==> src/verilog/bcs_consts.svh <==
// Constants for the breaker close supervisor
`ifndef BCS_CONSTS_SVH
`define BCS_CONSTS_SVH
`define BCS_CLK_NS 5
`define BCS_TICK_NS 10000000
`define BCS_TICKS_PER_SEC 17'd100
`define BCS_TICKS_PER_HOLD 17'd10
`define BCS_NCFG 13
`define BCS_IDX_CTRL 4'h0
`define BCS_IDX_LIMIT 4'h1
`define BCS_IDX_ACTION 4'h2
`define BCS_IDX_HOLD 4'h3
`define BCS_IDX_LAG 4'h4
`define BCS_IDX_RECLOSE 4'h5
`define BCS_IDX_ATTEMPTS 4'h6
`define BCS_IDX_BUSRATE 4'h7
`define BCS_IDX_GAINF 4'h8
`define BCS_IDX_VGAIN 4'h9
`define BCS_IDX_POFFSET 4'hA
`define BCS_IDX_PWIN 4'hB
`define BCS_IDX_UNITS 4'hC
`define BCS_IDX_STATUS 4'hD
`define BCS_IDX_RATE 4'hE
`define BCS_IDX_GAINS 4'hF
`define BCS_CTRL_ACT 0
`define BCS_CTRL_DEAD_EN 1
`define BCS_CTRL_TRIAL 2
`define BCS_CTRL_VMATCH 3
`define BCS_CTRL_SLIP 4
`define BCS_CTRL_FAIL_EN 5
`define BCS_RST_CTRL 16'h002A
`define BCS_RST_LIMIT 16'h0000
`define BCS_RST_ACTION 16'h0002
`define BCS_RST_HOLD 16'h000A
`define BCS_RST_LAG 16'h000A
`define BCS_RST_RECLOSE 16'h0005
`define BCS_RST_ATTEMPTS 16'h0003
`define BCS_RST_BUSRATE 16'h0014
`define BCS_RST_GAINF 16'h0050
`define BCS_RST_VGAIN 16'h000A
`define BCS_RST_POFFSET 16'h0000
`define BCS_RST_PWIN 16'h000A
`define BCS_RST_UNITS 16'h0001
`define BCS_GAIN_UNITY 7'h64
`define BCS_Q16_ONE 32'h00010000
`define BCS_Q16_SCALE 34'h00010625
`define BCS_RESP_OKAY 2'h0
`define BCS_RESP_SLVERR 2'h2
`endif

==> src/verilog/bcs_pkg.sv <==
// Types for the breaker close supervisor
package bcs_pkg;
  typedef enum logic [2:0] {
    BCS_IDLE = 3'b000,
    BCS_ARMED = 3'b001,
    BCS_CLOSING = 3'b010,
    BCS_VERIFY = 3'b011,
    BCS_RECLOSE = 3'b100,
    BCS_DONE = 3'b101,
    BCS_AUTO_OFF = 3'b110
  } bcs_state_t;
  typedef logic [15:0] bcs_word_t;
endpackage : bcs_pkg

==> src/verilog/bcs_supervisor.sv <==
// Breaker close supervisor with AXI4-Lite settings and status
// Behaviour
// - Attempt time limit 0 to 1200 s, default 0; zero disables timeout supervision.
// - Attempt timing starts once generator voltage is live and sync is active.
// - No breaker feedback before attempt time ends raises the timeout alarm.
// - On attempt expiry report selectable action code 1 to 5, default 2.
// - Dead-bus closing enabled by default closes onto dead bus when genset ready.
// - Dead-bus closing disabled never closes while bus is dead.
// - Close relay held at most hold time, 0.0 to 5.0 s, default 1.0.
// - No feedback within hold time counts the attempt as failed.
// - Relay drops on feedback, hold expiry, phase, slip or matched voltage leaving window.
// - Slip mode closes early by breaker mechanical lag, default 0.10 s.
// - Bias rate is rate times gain factor raised to unit count.
// - Multi-unit bus scales proportional gain by factor 0.8 to 1.0.
// - Voltage change rate scaled by voltage gain 0.1 to 10.0, default 1.0.
// - Trial mode runs check mode and suppresses every close command.
// - Phase offset of -60 to 60 degrees added to measured phase error.
// - Check mode matches and reports status but never closes the breaker.
// - Close attempts 1 to 20, default 3; exhausted gives fail alarm and auto-off.
// - Feedback held one reclose delay is success; opening within it is failure.
`timescale 1ns/10ps
`include "bcs_consts.svh"
module bcs_supervisor import bcs_pkg::*; #(
  parameter int unsigned TICK_CYCLES = `BCS_TICK_NS / `BCS_CLK_NS
) (
  // Clock and reset
  input wire logic clk,
  input wire logic reset_n,
  // AXI4-Lite slave
  input wire logic [7:0] s_axi_awaddr,
  input wire logic s_axi_awvalid,
  output logic s_axi_awready,
  input wire logic [31:0] s_axi_wdata,
  input wire logic [3:0] s_axi_wstrb,
  input wire logic s_axi_wvalid,
  output logic s_axi_wready,
  output logic [1:0] s_axi_bresp,
  output logic s_axi_bvalid,
  input wire logic s_axi_bready,
  input wire logic [7:0] s_axi_araddr,
  input wire logic s_axi_arvalid,
  output logic s_axi_arready,
  output logic [31:0] s_axi_rdata,
  output logic [1:0] s_axi_rresp,
  output logic s_axi_rvalid,
  input wire logic s_axi_rready,
  // Breaker auxiliary contact pin
  input wire logic breaker_closed_feedback,
  // Measurements from same-clock logic
  input wire logic gen_voltage_live,
  input wire logic bus_dead,
  input wire logic genset_ready,
  input wire logic slip_in_window,
  input wire logic volt_in_window,
  input wire logic [7:0] phase_error,
  input wire logic [15:0] time_to_align,
  // Breaker and alarm outputs
  output logic close_relay_q,
  output logic timeout_alarm_q,
  output logic fail_alarm_q,
  output logic auto_off_q,
  output logic check_mode_q,
  output logic [2:0] attempt_expiry_action_q,
  // Control loop scaling outputs
  output logic [8:0] phase_corrected_q,
  output logic [6:0] prop_gain_scale_q,
  output logic [6:0] volt_rate_gain_q,
  output logic [31:0] bias_rate_q
);
  bcs_word_t cfg_q [0:`BCS_NCFG-1];
  bcs_word_t cfg_d [0:`BCS_NCFG-1];
  logic aw_have_q, aw_have_d, w_have_q, w_have_d;
  logic [7:0] aw_addr_q, aw_addr_d;
  logic [31:0] wdata_q, wdata_d;
  logic [3:0] wstrb_q, wstrb_d;
  logic awready_d, wready_d, bvalid_d, arready_d, rvalid_d;
  logic [1:0] bresp_d, rresp_d;
  logic [31:0] rdata_d;
  logic [3:0] widx, ridx;
  bcs_state_t state_q, state_d;
  logic [21:0] tick_cnt_q, tick_cnt_d;
  logic tick_q, tick_d;
  logic [16:0] tmr_q, tmr_d;
  logic [6:0] att_sub_q, att_sub_d;
  logic [10:0] att_sec_q, att_sec_d;
  logic att_run_q, att_run_d, fb_seen_q, fb_seen_d;
  logic [4:0] used_q, used_d;
  logic relay_d, tout_d, fail_d, aoff_d, check_d;
  logic [2:0] act_d;
  logic [8:0] corr_d;
  logic [6:0] pgain_d, vgain_d;
  logic fb_s1_q, fb_s2_q;
  logic sync_act, dead_en, trial, vmatch, slip_mode, fail_en;
  logic [8:0] corr_abs;
  logic phase_ok, win_ok, lag_ok, permit, fail_now;
  logic [16:0] hold_ticks, reclose_ticks;
  logic [31:0] rate_res;

  assign sync_act = cfg_q[`BCS_IDX_CTRL][`BCS_CTRL_ACT];
  assign dead_en = cfg_q[`BCS_IDX_CTRL][`BCS_CTRL_DEAD_EN];
  assign trial = cfg_q[`BCS_IDX_CTRL][`BCS_CTRL_TRIAL];
  assign vmatch = cfg_q[`BCS_IDX_CTRL][`BCS_CTRL_VMATCH];
  assign slip_mode = cfg_q[`BCS_IDX_CTRL][`BCS_CTRL_SLIP];
  assign fail_en = cfg_q[`BCS_IDX_CTRL][`BCS_CTRL_FAIL_EN];
  assign widx = aw_addr_q[5:2];
  assign ridx = s_axi_araddr[5:2];

  // Register bus: write path, read path and settings
  always_comb begin
    aw_have_d = aw_have_q;
    w_have_d = w_have_q;
    aw_addr_d = aw_addr_q;
    wdata_d = wdata_q;
    wstrb_d = wstrb_q;
    bvalid_d = s_axi_bvalid & ~s_axi_bready;
    bresp_d = s_axi_bresp;
    rvalid_d = s_axi_rvalid & ~s_axi_rready;
    rresp_d = s_axi_rresp;
    rdata_d = s_axi_rdata;
    for (int i = 0; i < `BCS_NCFG; i++) begin
      cfg_d[i] = cfg_q[i];
    end
    if (s_axi_awvalid & s_axi_awready) begin
      aw_have_d = 1'b1;
      aw_addr_d = s_axi_awaddr;
    end
    if (s_axi_wvalid & s_axi_wready) begin
      w_have_d = 1'b1;
      wdata_d = s_axi_wdata;
      wstrb_d = s_axi_wstrb;
    end
    if (aw_have_q & w_have_q & ~s_axi_bvalid) begin
      aw_have_d = 1'b0;
      w_have_d = 1'b0;
      bvalid_d = 1'b1;
      bresp_d = `BCS_RESP_SLVERR;
      if (aw_addr_q[7:6] == 2'h0 && widx < `BCS_IDX_STATUS) begin
        bresp_d = `BCS_RESP_OKAY;
        for (int b = 0; b < 2; b++) begin
          if (wstrb_q[b]) begin
            cfg_d[widx][b*8 +: 8] = wdata_q[b*8 +: 8];
          end
        end
      end
    end
    if (s_axi_arvalid & s_axi_arready) begin
      rvalid_d = 1'b1;
      rresp_d = `BCS_RESP_OKAY;
      rdata_d = 32'h00000000;
      if (s_axi_araddr[7:6] != 2'h0) begin
        rresp_d = `BCS_RESP_SLVERR;
      end else if (ridx < `BCS_IDX_STATUS) begin
        rdata_d = {16'h0000, cfg_q[ridx]};
      end else if (ridx == `BCS_IDX_STATUS) begin
        rdata_d = {16'h0000, attempt_expiry_action_q, used_q, check_mode_q, auto_off_q,
                   fail_alarm_q, timeout_alarm_q, close_relay_q, state_q};
      end else if (ridx == `BCS_IDX_RATE) begin
        rdata_d = bias_rate_q;
      end else begin
        rdata_d = {9'h000, volt_rate_gain_q, prop_gain_scale_q, phase_corrected_q};
      end
    end
    awready_d = ~aw_have_d & ~bvalid_d;
    wready_d = ~w_have_d & ~bvalid_d;
    arready_d = ~rvalid_d;
  end

  always_ff @(posedge clk or negedge reset_n) begin
    if (!reset_n) begin
      cfg_q[`BCS_IDX_CTRL] <= `BCS_RST_CTRL;
      cfg_q[`BCS_IDX_LIMIT] <= `BCS_RST_LIMIT;
      cfg_q[`BCS_IDX_ACTION] <= `BCS_RST_ACTION;
      cfg_q[`BCS_IDX_HOLD] <= `BCS_RST_HOLD;
      cfg_q[`BCS_IDX_LAG] <= `BCS_RST_LAG;
      cfg_q[`BCS_IDX_RECLOSE] <= `BCS_RST_RECLOSE;
      cfg_q[`BCS_IDX_ATTEMPTS] <= `BCS_RST_ATTEMPTS;
      cfg_q[`BCS_IDX_BUSRATE] <= `BCS_RST_BUSRATE;
      cfg_q[`BCS_IDX_GAINF] <= `BCS_RST_GAINF;
      cfg_q[`BCS_IDX_VGAIN] <= `BCS_RST_VGAIN;
      cfg_q[`BCS_IDX_POFFSET] <= `BCS_RST_POFFSET;
      cfg_q[`BCS_IDX_PWIN] <= `BCS_RST_PWIN;
      cfg_q[`BCS_IDX_UNITS] <= `BCS_RST_UNITS;
      aw_have_q <= 1'b0;
      w_have_q <= 1'b0;
      aw_addr_q <= 8'h00;
      wdata_q <= 32'h00000000;
      wstrb_q <= 4'h0;
      s_axi_awready <= 1'b0;
      s_axi_wready <= 1'b0;
      s_axi_bvalid <= 1'b0;
      s_axi_bresp <= 2'h0;
      s_axi_arready <= 1'b0;
      s_axi_rvalid <= 1'b0;
      s_axi_rresp <= 2'h0;
      s_axi_rdata <= 32'h00000000;
    end else begin
      for (int i = 0; i < `BCS_NCFG; i++) begin
        cfg_q[i] <= cfg_d[i];
      end
      aw_have_q <= aw_have_d;
      w_have_q <= w_have_d;
      aw_addr_q <= aw_addr_d;
      wdata_q <= wdata_d;
      wstrb_q <= wstrb_d;
      s_axi_awready <= awready_d;
      s_axi_wready <= wready_d;
      s_axi_bvalid <= bvalid_d;
      s_axi_bresp <= bresp_d;
      s_axi_arready <= arready_d;
      s_axi_rvalid <= rvalid_d;
      s_axi_rresp <= rresp_d;
      s_axi_rdata <= rdata_d;
    end
  end

  // Sequencer: tick, attempt timer, close attempts
  always_comb begin
    corr_d = 9'({phase_error[7], phase_error} + {cfg_q[`BCS_IDX_POFFSET][7],
                cfg_q[`BCS_IDX_POFFSET][7:0]});
    corr_abs = corr_d[8] ? 9'(-corr_d) : corr_d;
    phase_ok = corr_abs <= {4'h0, cfg_q[`BCS_IDX_PWIN][4:0]};
    win_ok = phase_ok & slip_in_window & (volt_in_window | ~vmatch);
    lag_ok = ~slip_mode | (time_to_align <= {8'h00, cfg_q[`BCS_IDX_LAG][7:0]});
    hold_ticks = 17'({11'h000, cfg_q[`BCS_IDX_HOLD][5:0]} * `BCS_TICKS_PER_HOLD);
    reclose_ticks = 17'({6'h00, cfg_q[`BCS_IDX_RECLOSE][10:0]} * `BCS_TICKS_PER_SEC);
    permit = genset_ready & ~trial & (hold_ticks != 17'h00000) &
             (bus_dead ? dead_en : (win_ok & lag_ok));
    pgain_d = (cfg_q[`BCS_IDX_UNITS][4:0] > 5'h01) ? cfg_q[`BCS_IDX_GAINF][6:0]
              : `BCS_GAIN_UNITY;
    vgain_d = cfg_q[`BCS_IDX_VGAIN][6:0];
    tick_d = (tick_cnt_q == 22'(TICK_CYCLES - 1));
    tick_cnt_d = tick_d ? 22'h000000 : tick_cnt_q + 22'h000001;
    state_d = state_q;
    tmr_d = (tick_q && tmr_q != 17'h1FFFF) ? tmr_q + 17'h00001 : tmr_q;
    att_run_d = att_run_q | (sync_act & gen_voltage_live);
    att_sub_d = att_sub_q;
    att_sec_d = att_sec_q;
    if (att_run_q && tick_q && state_q != BCS_DONE) begin
      att_sub_d = att_sub_q + 7'h01;
      if (17'(att_sub_d) >= `BCS_TICKS_PER_SEC) begin
        att_sub_d = 7'h00;
        att_sec_d = (att_sec_q == 11'h7FF) ? att_sec_q : att_sec_q + 11'h001;
      end
    end
    fb_seen_d = fb_seen_q | (fb_s2_q & sync_act);
    used_d = used_q;
    tout_d = timeout_alarm_q;
    act_d = attempt_expiry_action_q;
    fail_d = fail_alarm_q;
    aoff_d = auto_off_q;
    relay_d = 1'b0;
    check_d = trial & sync_act;
    fail_now = 1'b0;
    if (cfg_q[`BCS_IDX_LIMIT][10:0] != 11'h000 && att_run_q && !fb_seen_q &&
        att_sec_q >= cfg_q[`BCS_IDX_LIMIT][10:0] && !timeout_alarm_q) begin
      tout_d = 1'b1;
      act_d = cfg_q[`BCS_IDX_ACTION][2:0];
    end
    case (state_q)
      BCS_IDLE: begin
        if (sync_act) begin
          state_d = BCS_ARMED;
        end
      end
      BCS_ARMED: begin
        if (permit) begin
          state_d = BCS_CLOSING;
          relay_d = 1'b1;
        end
      end
      BCS_CLOSING: begin
        if (fb_s2_q) begin
          state_d = BCS_VERIFY;
        end else if (tmr_q >= hold_ticks || trial || (bus_dead && !dead_en) ||
                     (!bus_dead && !win_ok)) begin
          fail_now = 1'b1;
        end else begin
          relay_d = 1'b1;
        end
      end
      BCS_VERIFY: begin
        if (!fb_s2_q) begin
          fail_now = 1'b1;
        end else if (tmr_q >= reclose_ticks) begin
          state_d = BCS_DONE;
        end
      end
      BCS_RECLOSE: begin
        if (tmr_q >= reclose_ticks) begin
          state_d = BCS_ARMED;
        end
      end
      default: begin
      end
    endcase
    if (fail_now) begin
      used_d = used_q + 5'h01;
      if (used_d >= cfg_q[`BCS_IDX_ATTEMPTS][4:0]) begin
        state_d = BCS_AUTO_OFF;
        aoff_d = 1'b1;
        fail_d = fail_en;
      end else begin
        state_d = BCS_RECLOSE;
      end
    end
    if (state_d != state_q) begin
      tmr_d = 17'h00000;
    end
    if (!sync_act) begin
      state_d = BCS_IDLE;
      relay_d = 1'b0;
      tout_d = 1'b0;
      fail_d = 1'b0;
      aoff_d = 1'b0;
      act_d = 3'h0;
      used_d = 5'h00;
      att_run_d = 1'b0;
      att_sub_d = 7'h00;
      att_sec_d = 11'h000;
      fb_seen_d = 1'b0;
    end
  end

  always_ff @(posedge clk or negedge reset_n) begin
    if (!reset_n) begin
      fb_s1_q <= 1'b0;
      fb_s2_q <= 1'b0;
      state_q <= BCS_IDLE;
      tick_cnt_q <= 22'h000000;
      tick_q <= 1'b0;
      tmr_q <= 17'h00000;
      att_run_q <= 1'b0;
      att_sub_q <= 7'h00;
      att_sec_q <= 11'h000;
      fb_seen_q <= 1'b0;
      used_q <= 5'h00;
      close_relay_q <= 1'b0;
      timeout_alarm_q <= 1'b0;
      fail_alarm_q <= 1'b0;
      auto_off_q <= 1'b0;
      check_mode_q <= 1'b0;
      attempt_expiry_action_q <= 3'h0;
      phase_corrected_q <= 9'h000;
      prop_gain_scale_q <= 7'h00;
      volt_rate_gain_q <= 7'h00;
    end else begin
      fb_s1_q <= breaker_closed_feedback;
      fb_s2_q <= fb_s1_q;
      state_q <= state_d;
      tick_cnt_q <= tick_cnt_d;
      tick_q <= tick_d;
      tmr_q <= tmr_d;
      att_run_q <= att_run_d;
      att_sub_q <= att_sub_d;
      att_sec_q <= att_sec_d;
      fb_seen_q <= fb_seen_d;
      used_q <= used_d;
      close_relay_q <= relay_d;
      timeout_alarm_q <= tout_d;
      fail_alarm_q <= fail_d;
      auto_off_q <= aoff_d;
      check_mode_q <= check_d;
      attempt_expiry_action_q <= act_d;
      phase_corrected_q <= corr_d;
      prop_gain_scale_q <= pgain_d;
      volt_rate_gain_q <= vgain_d;
    end
  end

  bcs_rate_calc u_rate (
    .clk(clk),
    .reset_n(reset_n),
    .rate(cfg_q[`BCS_IDX_BUSRATE][9:0]),
    .factor(cfg_q[`BCS_IDX_GAINF][6:0]),
    .units(cfg_q[`BCS_IDX_UNITS][4:0]),
    .result_q(rate_res)
  );
  assign bias_rate_q = rate_res;
endmodule : bcs_supervisor

==> src/verilog/bcs_rate_calc.sv <==
// Bus matching bias rate: (rate times gain factor) raised to the unit count
`timescale 1ns/10ps
`include "bcs_consts.svh"
module bcs_rate_calc import bcs_pkg::*; (
  // Clock and reset
  input wire logic clk,
  input wire logic reset_n,
  // Settings: rate in 0.1 s, factor in 0.01, load-sharing unit count
  input wire logic [9:0] rate,
  input wire logic [6:0] factor,
  input wire logic [4:0] units,
  // Result in Q16.16, refreshed once per pass
  output logic [31:0] result_q
);
  logic [31:0] acc_q, acc_d, result_d;
  logic [4:0] cnt_q, cnt_d;
  logic [33:0] base;
  logic [63:0] prod;

  always_comb begin
    base = (34'(rate) * 34'(factor) * `BCS_Q16_SCALE) >> 10;
    prod = 64'(acc_q) * 64'(base);
    acc_d = acc_q;
    cnt_d = cnt_q;
    result_d = result_q;
    if (cnt_q >= units) begin
      result_d = acc_q;
      acc_d = `BCS_Q16_ONE;
      cnt_d = 5'h00;
    end else begin
      acc_d = (prod[63:48] != 16'h0000) ? 32'hFFFFFFFF : prod[47:16];
      cnt_d = cnt_q + 5'h01;
    end
  end

  always_ff @(posedge clk or negedge reset_n) begin
    if (!reset_n) begin
      acc_q <= `BCS_Q16_ONE;
      cnt_q <= 5'h00;
      result_q <= 32'h00000000;
    end else begin
      acc_q <= acc_d;
      cnt_q <= cnt_d;
      result_q <= result_d;
    end
  end
endmodule : bcs_rate_calc

==> config.mk <==
export PLATFORM = sky130hd
export DESIGN_NAME = bcs_supervisor
export DESIGN_NICKNAME = d
export VERILOG_FILES = /design/src/verilog/bcs_pkg.sv /design/src/verilog/bcs_supervisor.sv /design/src/verilog/bcs_rate_calc.sv
export VERILOG_INCLUDE_DIRS = /design/src /design/src/verilog
export SDC_FILE = /design/constraint.sdc
export NUM_CORES = 2
export LEC_CHECK = 0
export BUFFER_PORTS_ARGS = -buffer_cell sky130_fd_sc_hd__buf_4
export CAP_MARGIN = 20
export CORE_MARGIN = 5
export CORE_UTILIZATION = 40
export CTS_CLUSTER_DIAMETER = 100
export DETAILED_ROUTE_END_ITERATION = 10
export PLACE_DENSITY = 0.61
export SLEW_MARGIN = 20
export SYNTH_ARGS = -nofsm -noshare
export SYNTH_HDL_FRONTEND = slang
export SYNTH_SLANG_ARGS = --single-unit
export TNS_END_PERCENT = 10
==> constraint.sdc <==
create_clock -name clk -period 26.6 [get_ports clk]
set_clock_uncertainty 0.1 [all_clocks]
set_input_delay 5.32 -clock clk [delete_from_list [all_inputs] [get_ports clk]]
set_output_delay 5.32 -clock clk [all_outputs]
set_load 0.02 [all_outputs]
# Word level (Yosys, flattened, before mapping)

Index checks and enable logic that the tools add are counted.

Word-level logic and storage cells: 230
Input bits: 89
Output and inout bits: 104
Bits in registers: 447

Reductions and logical operators: 29
Equal/unequal tests: 17
Order comparisons: 14
Muxes and demuxes: 74
Add/subtract/negate cells: 8
$mul: 5
Bitwise operators: 34

Operators with widths:

| operator                                            | number |
|---|---|
| 2-to-1 mux 208 bit                                  | 4 |
| bitwise mux 208 bit                                 | 2 |
| 2-to-1 mux 32 bit                                   | 6 |
| demux 16 bit (select 4 bit)                         | 2 |
| binary-select mux 16 bit (select 4 bit)             | 1 |
| multiplier 32 x 24 -> 56 bit                        | 1 |
| 2-to-1 mux 16 bit                                   | 3 |
| 2-to-1 mux 11 bit                                   | 4 |
| multiplier 17 x 17 -> 34 bit, second input constant | 1 |
| 2-to-1 mux 17 bit                                   | 2 |
| 2-to-1 mux 3 bit                                    | 10 |
| 2-to-1 mux 7 bit                                    | 4 |
| 2-to-1 mux 1 bit                                    | 24 |
| adder 22 x 1 -> 22 bit, second input constant       | 1 |
| == test 22 x 21 -> 1 bit, second input constant     | 1 |
| 2-to-1 mux 22 bit                                   | 1 |
| bitwise AND 1 bit                                   | 18 |
| adder 17 x 1 -> 17 bit, second input constant       | 1 |
| greater-or-equal comparator 17 x 10 -> 1 bit        | 1 |
| greater-or-equal comparator 17 bit                  | 1 |
| multiplier 10 x 7 -> 17 bit                         | 1 |
| != test 17 bit, second input constant               | 1 |
| less-or-equal comparator 16 x 8 -> 1 bit            | 1 |
| nonzero test 16 bit                                 | 1 |
| other kinds (43)                                    | 89 |

# Depth between registers and ports, before layout

Word-level depth: 15
Gate-level depth with buffers: 65
Depth with buffers taken out: 60

# Modules after synthesis

Synthesis repeated with hierarchy kept, for this count alone.

Cells, all modules: 5583
Area total of the unflattened synthesis: 53827.9 um^2

Modules (own cells, without submodules):

| module         | instances | area each (um^2) | cells each |
|---|---|---|---|
| bcs_rate_calc  | 1         | 34151.5          | 3926 |
| bcs_supervisor | 1         | 19676.4          | 1657 |

# Least setup slack after synthesis

OpenSTA, ideal clock, no wires.

Path kind: flip-flop to flip-flop
From: register cfg_q[70] in the netlist's numbering
To: register u_rate.acc_q[10]
Path slack: 10.828 ns
Period minus slack after synthesis: 15.772 ns
Cell stages (with the launch flop): 58
Buffers on the path: 4
Arrival: 15.525 ns
Cell sequence: dfstp_2 -> clkbuf_1 -> and2_1 -> fa_1 -> fa_1 -> fa_1 -> inv_1 -> fa_1 -> inv_1 -> ha_1 -> a21o_1 -> a31oi_1 -> o21ai_0 -> o41a_1 -> or4_1 -> nand4_1 -> ha_1 -> inv_1 -> [... 22 more ...] -> fa_1 -> inv_1 -> fa_1 -> inv_1 -> ha_1 -> clkbuf_1 -> a21o_1 -> a21o_1 -> a21o_1 -> a21oi_1 -> o221ai_1 -> a211o_1 -> o21bai_1 -> o311ai_0 -> or4_4 -> nor4b_4 -> buf_6 -> a21oi_2

Cells in the longest elaborated chain, start to end: 6

Ends and longest elaborated chain:

| element                                           | line                  | text |
|---|---|---|
| start: declaration                                | bcs_supervisor.sv:70  | `` bcs_word_t cfg_q [0:`BCS_NCFG-1]; `` |
| start signal: indexed assignment                  | bcs_supervisor.sv:170 | `` cfg_q[`BCS_IDX_CTRL] <= `BCS_RST_CTRL; `` |
| start signal: indexed assignment                  | bcs_supervisor.sv:171 | `` cfg_q[`BCS_IDX_LIMIT] <= `BCS_RST_LIMIT; `` |
| start signal: indexed assignment                  | bcs_supervisor.sv:172 | `` cfg_q[`BCS_IDX_ACTION] <= `BCS_RST_ACTION; `` |
| multiplier 10 x 7 -> 17 bit (*)                   | bcs_rate_calc.sv:21   | `` base = (34'(rate) * 34'(factor) * `BCS_Q16_SCALE) >> 10; `` |
| multiplier 17 x 17 -> 34 bit (no source line) (*) | --                    |  |
| multiplier 32 x 24 -> 56 bit (*)                  | bcs_rate_calc.sv:22   | `prod = 64'(acc_q) * 64'(base);` |
| nonzero test 16 bit                               | bcs_rate_calc.sv:31   | `acc_d = (prod[63:48] != 16'h0000) ? 32'hFFFFFFFF : prod[47:16];` |
| 2-to-1 mux 32 bit (*)                             | bcs_rate_calc.sv:31   |  |
| 2-to-1 mux 32 bit (*)                             | bcs_rate_calc.sv:26   | `if (cnt_q >= units) begin` |
| named net u_rate.acc_d[10]                        | bcs_rate_calc.sv:15   | `logic [31:0] acc_q, acc_d, result_d;` |
| end signal: assignment                            | bcs_rate_calc.sv:38   | `` acc_q <= `BCS_Q16_ONE; `` |
| end: declaration                                  | bcs_rate_calc.sv:15   |  |

Mark *: on every way through the listed nets, which the timed path passes. The rest lies on a longest branch.
A chain may end at the register's enable or synchronous reset.

# Final worst setup path

From: register cfg_q[67] in the netlist's numbering
To: register u_rate.acc_q[19]

The elaborated chain is that of the path after synthesis.

==> results.toml <==
[run_status]
outcome = "completed"

[cts]
cts_tree = "yes"
clk_path_buf_depth = 3
insertion_delay_ns = 0.67
h-tree-depth = 2
cts_resized = 0
cts_made_buffers = 51
clock_tree.root_cell = "clkbuf_16"
clkTransAtPathRegs_ns = 0.06
holdBufCountCts = 0
cts_sinks = 443
cts_setup_buffers = 0

[timing]
hold_viol_final = 0
tightest_slew_ns = 1.20
tns_ns = 0
finalMaxSlewViolations = 0
min_period_over_period_pct = 69.3
relSlewSlack_pct = 19.7
fin_crit_ns = 18.45
setup_viol = 0
rsz0062_at_grt = "no"
fmax_mhz = 54.2

[floorplan]
ios = 193
die_area_sq_um = 139000
die_h_um = 373
start_util_pct = 40.2
die_width_um = 373
rows = 133
coreArea_sq_um = 131000

[worst_setup_path]
critPathArrivalTime_ns = 18.81
slowest_delay_ns = 0.73
startpoint_type = "register"
path_delay_family = "adder cells"
cp_slowest_cell = "dfrtp_1"
path_class = "reg2reg"
path_buf_inv = 11
crit_top_cell = "fa_1"
critPathMaxFanout = 32
critPathCaptureType = "register"
required_ns = 26.97

[final_layout]
fillerInstances = 12837
fin_cells = 7319
drive_above_1_share_pct = 12.5
nets = 6825
syn2layout_area_growth_pct = 9.39

[grt]
antenna_found_initial = 3
grtUsageTotal_pct = 21.8
grt.overflow.total = 0
grt_pass1_vias = 41055
grt_start_max_net_pins = 120
grt_pass1_wl_um = 240000

[placement]
place.gp.congestion = 0.877
place_inst = 7223
dp_hpwl_um = 114000
port_buffers = 168

[yosys]
synth_top_area_share_pct = 28.3
yosysMostFrequentCell = "inv_1"
synth_top_area_cell = "fa_1"
ys_ff_latch = 443
ys_types = 92
yosysSeqAreaShare_pct = 21.0
synth.area.top_cells = "fa_1 (28%), dfrtp_1 (20%), ha_1 (11%), inv_1 (7.0%), nand2_1 (5.6%)"
synthTopCellsByCount = "inv_1 (982), nand2_1 (789), fa_1 (746), ha_1 (468), dfrtp_1 (421)"
yosysWarnings = 0
netlist_area_sq_um = 52800
synth.avg_cell_area_sq_um = 9.64
syn_inst = 5483
dominantRegCellSynth = "dfrtp_1"
ys_async_sr_fraction_pct = 100
synth_edf_count = 0

[power_and_ir_drop]
power_frac_seq_pct = 37.7
power.density_nw_per_um2 = 46.4
p_leak_nw = 29.8
power_frac_comb_pct = 34.6
p_int_mw = 1.58
peakVddDrop_uv = 57.8
power_frac_clock_pct = 27.7
p_switching_mw = 1.10
swShare_pct = 40.9

[detailed_routing]
dr.pass1.iters = 7
post-route-drc-count = 0
drt-wirelength-per-cell_um = 20.6
ant_nets = 0
vias = 38796
routed_wl_um = 151000
vias_per_cell = 5.30
drt_iter0_drc = 2436

[run]
drv_cap = 0

[hold_path]
min_path_type = "reg2reg"
==> cells by family (layout without fill, tap and decap cells) <==
logic type                 after synthesis  count (layout)  synth area share [%]
AOI/OAI and AO/OA                      533             533                  6.57
xor gates and xnor gates               134             134                  2.22
adders and majority gates             1214            1214                  39.3
buffers and inverters                 1240            1318                  8.94
DFF                                    443             443                  21.0
muxes                                  289             289                  7.31
other                                    1               4               0.00710
and+or+nand+nor                       1629            1629                  14.6
==> sequential cells by signal, summed over array words and instances (netlist names), 5 cells and up <==
signal,cells
att_sec_q,11
att_sub_q,7
aw_addr_q,6
cfg_q,208
phase_corrected_q,9
prop_gain_scale_q,7
s_axi_rdata,32
tick_cnt_q,22
tmr_q,17
u_rate.acc_q,32
u_rate.cnt_q,5
u_rate.result_q,32
used_q,5
volt_rate_gain_q,7
wdata_q,16
==> cell type report <==
| class | instances | area (sq um) | area share, % |
|---|---|---|---|
| timing repair buffer | 242 | 1840 | 3.18 |
| antenna | 2 | 5.00 | 0.00866 |
| sequential | 443 | 11100 | 19.2 |
| inverter | 983 | 3690 | 6.38 |
| clock inverter | 28 | 397 | 0.686 |
| multi-input combinational | 3801 | 37200 | 64.4 |
| clock buffer | 65 | 1360 | 2.35 |
| tap | 1755 | 2200 | 3.80 |
==> cells in the final DEF (no fill, tap or decap), types with 70 or more instances in the layout <==
cell type | netlist | routed
fa_1 | 746 | 746
o21ai_0 | 141 | 141
buf_4 | 2 | 239
and2_1 | 324 | 324
xnor2_1 | 79 | 70
dfrtp_1 | 421 | 419
inv_1 | 982 | 982
ha_1 | 468 | 468
a21oi_1 | 135 | 134
mux2_2 | 192 | 192
nor2_1 | 204 | 196
nand2_1 | 789 | 788
==> power by group through the flow <==
stage                     registers (mW)  clock network, mW  logic (mW)
after global routing                1.02              0.786        1.02
after CTS                           1.01              0.758       0.931
after global placement              1.01                  0       0.905
after floorplan                    0.899                  0       0.632
final                               1.01              0.742       0.927
after detailed placement            1.02                  0       0.925
==> per-layer routing <==
layer  share of wire, %  routed length (um)  up-vias  GRT usage, %
met1                 44               66400    20042          30.2
met2                 45               68500     1142          34.7
li1                   -                   -    17361             -
met5             0.0073                  11        -             0
met4                3.6                5500        2          6.73
met3                6.9               10500      249          4.17
==> path summary, 6_finish.rpt <==
kind / from / end / slack (ns) / depth (start not counted)
setup / recovery: cfg_q[67] / u_rate.acc_q[19] / 8.15 / 55
hold reg to reg: fb_s1_q / fb_s2_q / 0.28 / 0
setup reg to reg: cfg_q[67] / u_rate.acc_q[19] / 8.15 / 55
min in group asynchronous: reset_n / s_axi_rdata[27] / 4.64 / 1
hold / removal: fb_s1_q / fb_s2_q / 0.28 / 0
max in group asynchronous: reset_n / phase_corrected_q[4] / 19.38 / 3
==> per-stage QoR <==
stage               setup WS (ns)  utilization [%]  hold WS (ns)  total power, mW  cell area (sq um)
finish                       8.15             44.0         0.281             2.68              57800
CTS                          8.35             43.9         0.281             2.69              57800
global route                 7.34             44.0         0.295             2.83              57800
detailed placement           8.40             42.6         0.269             1.94              56000
global placement             8.57             42.6         0.266             1.92              56000
floorplan                   10.83                -         0.231             1.53              52800
Note: power is estimated with default switching activity, not from simulation.
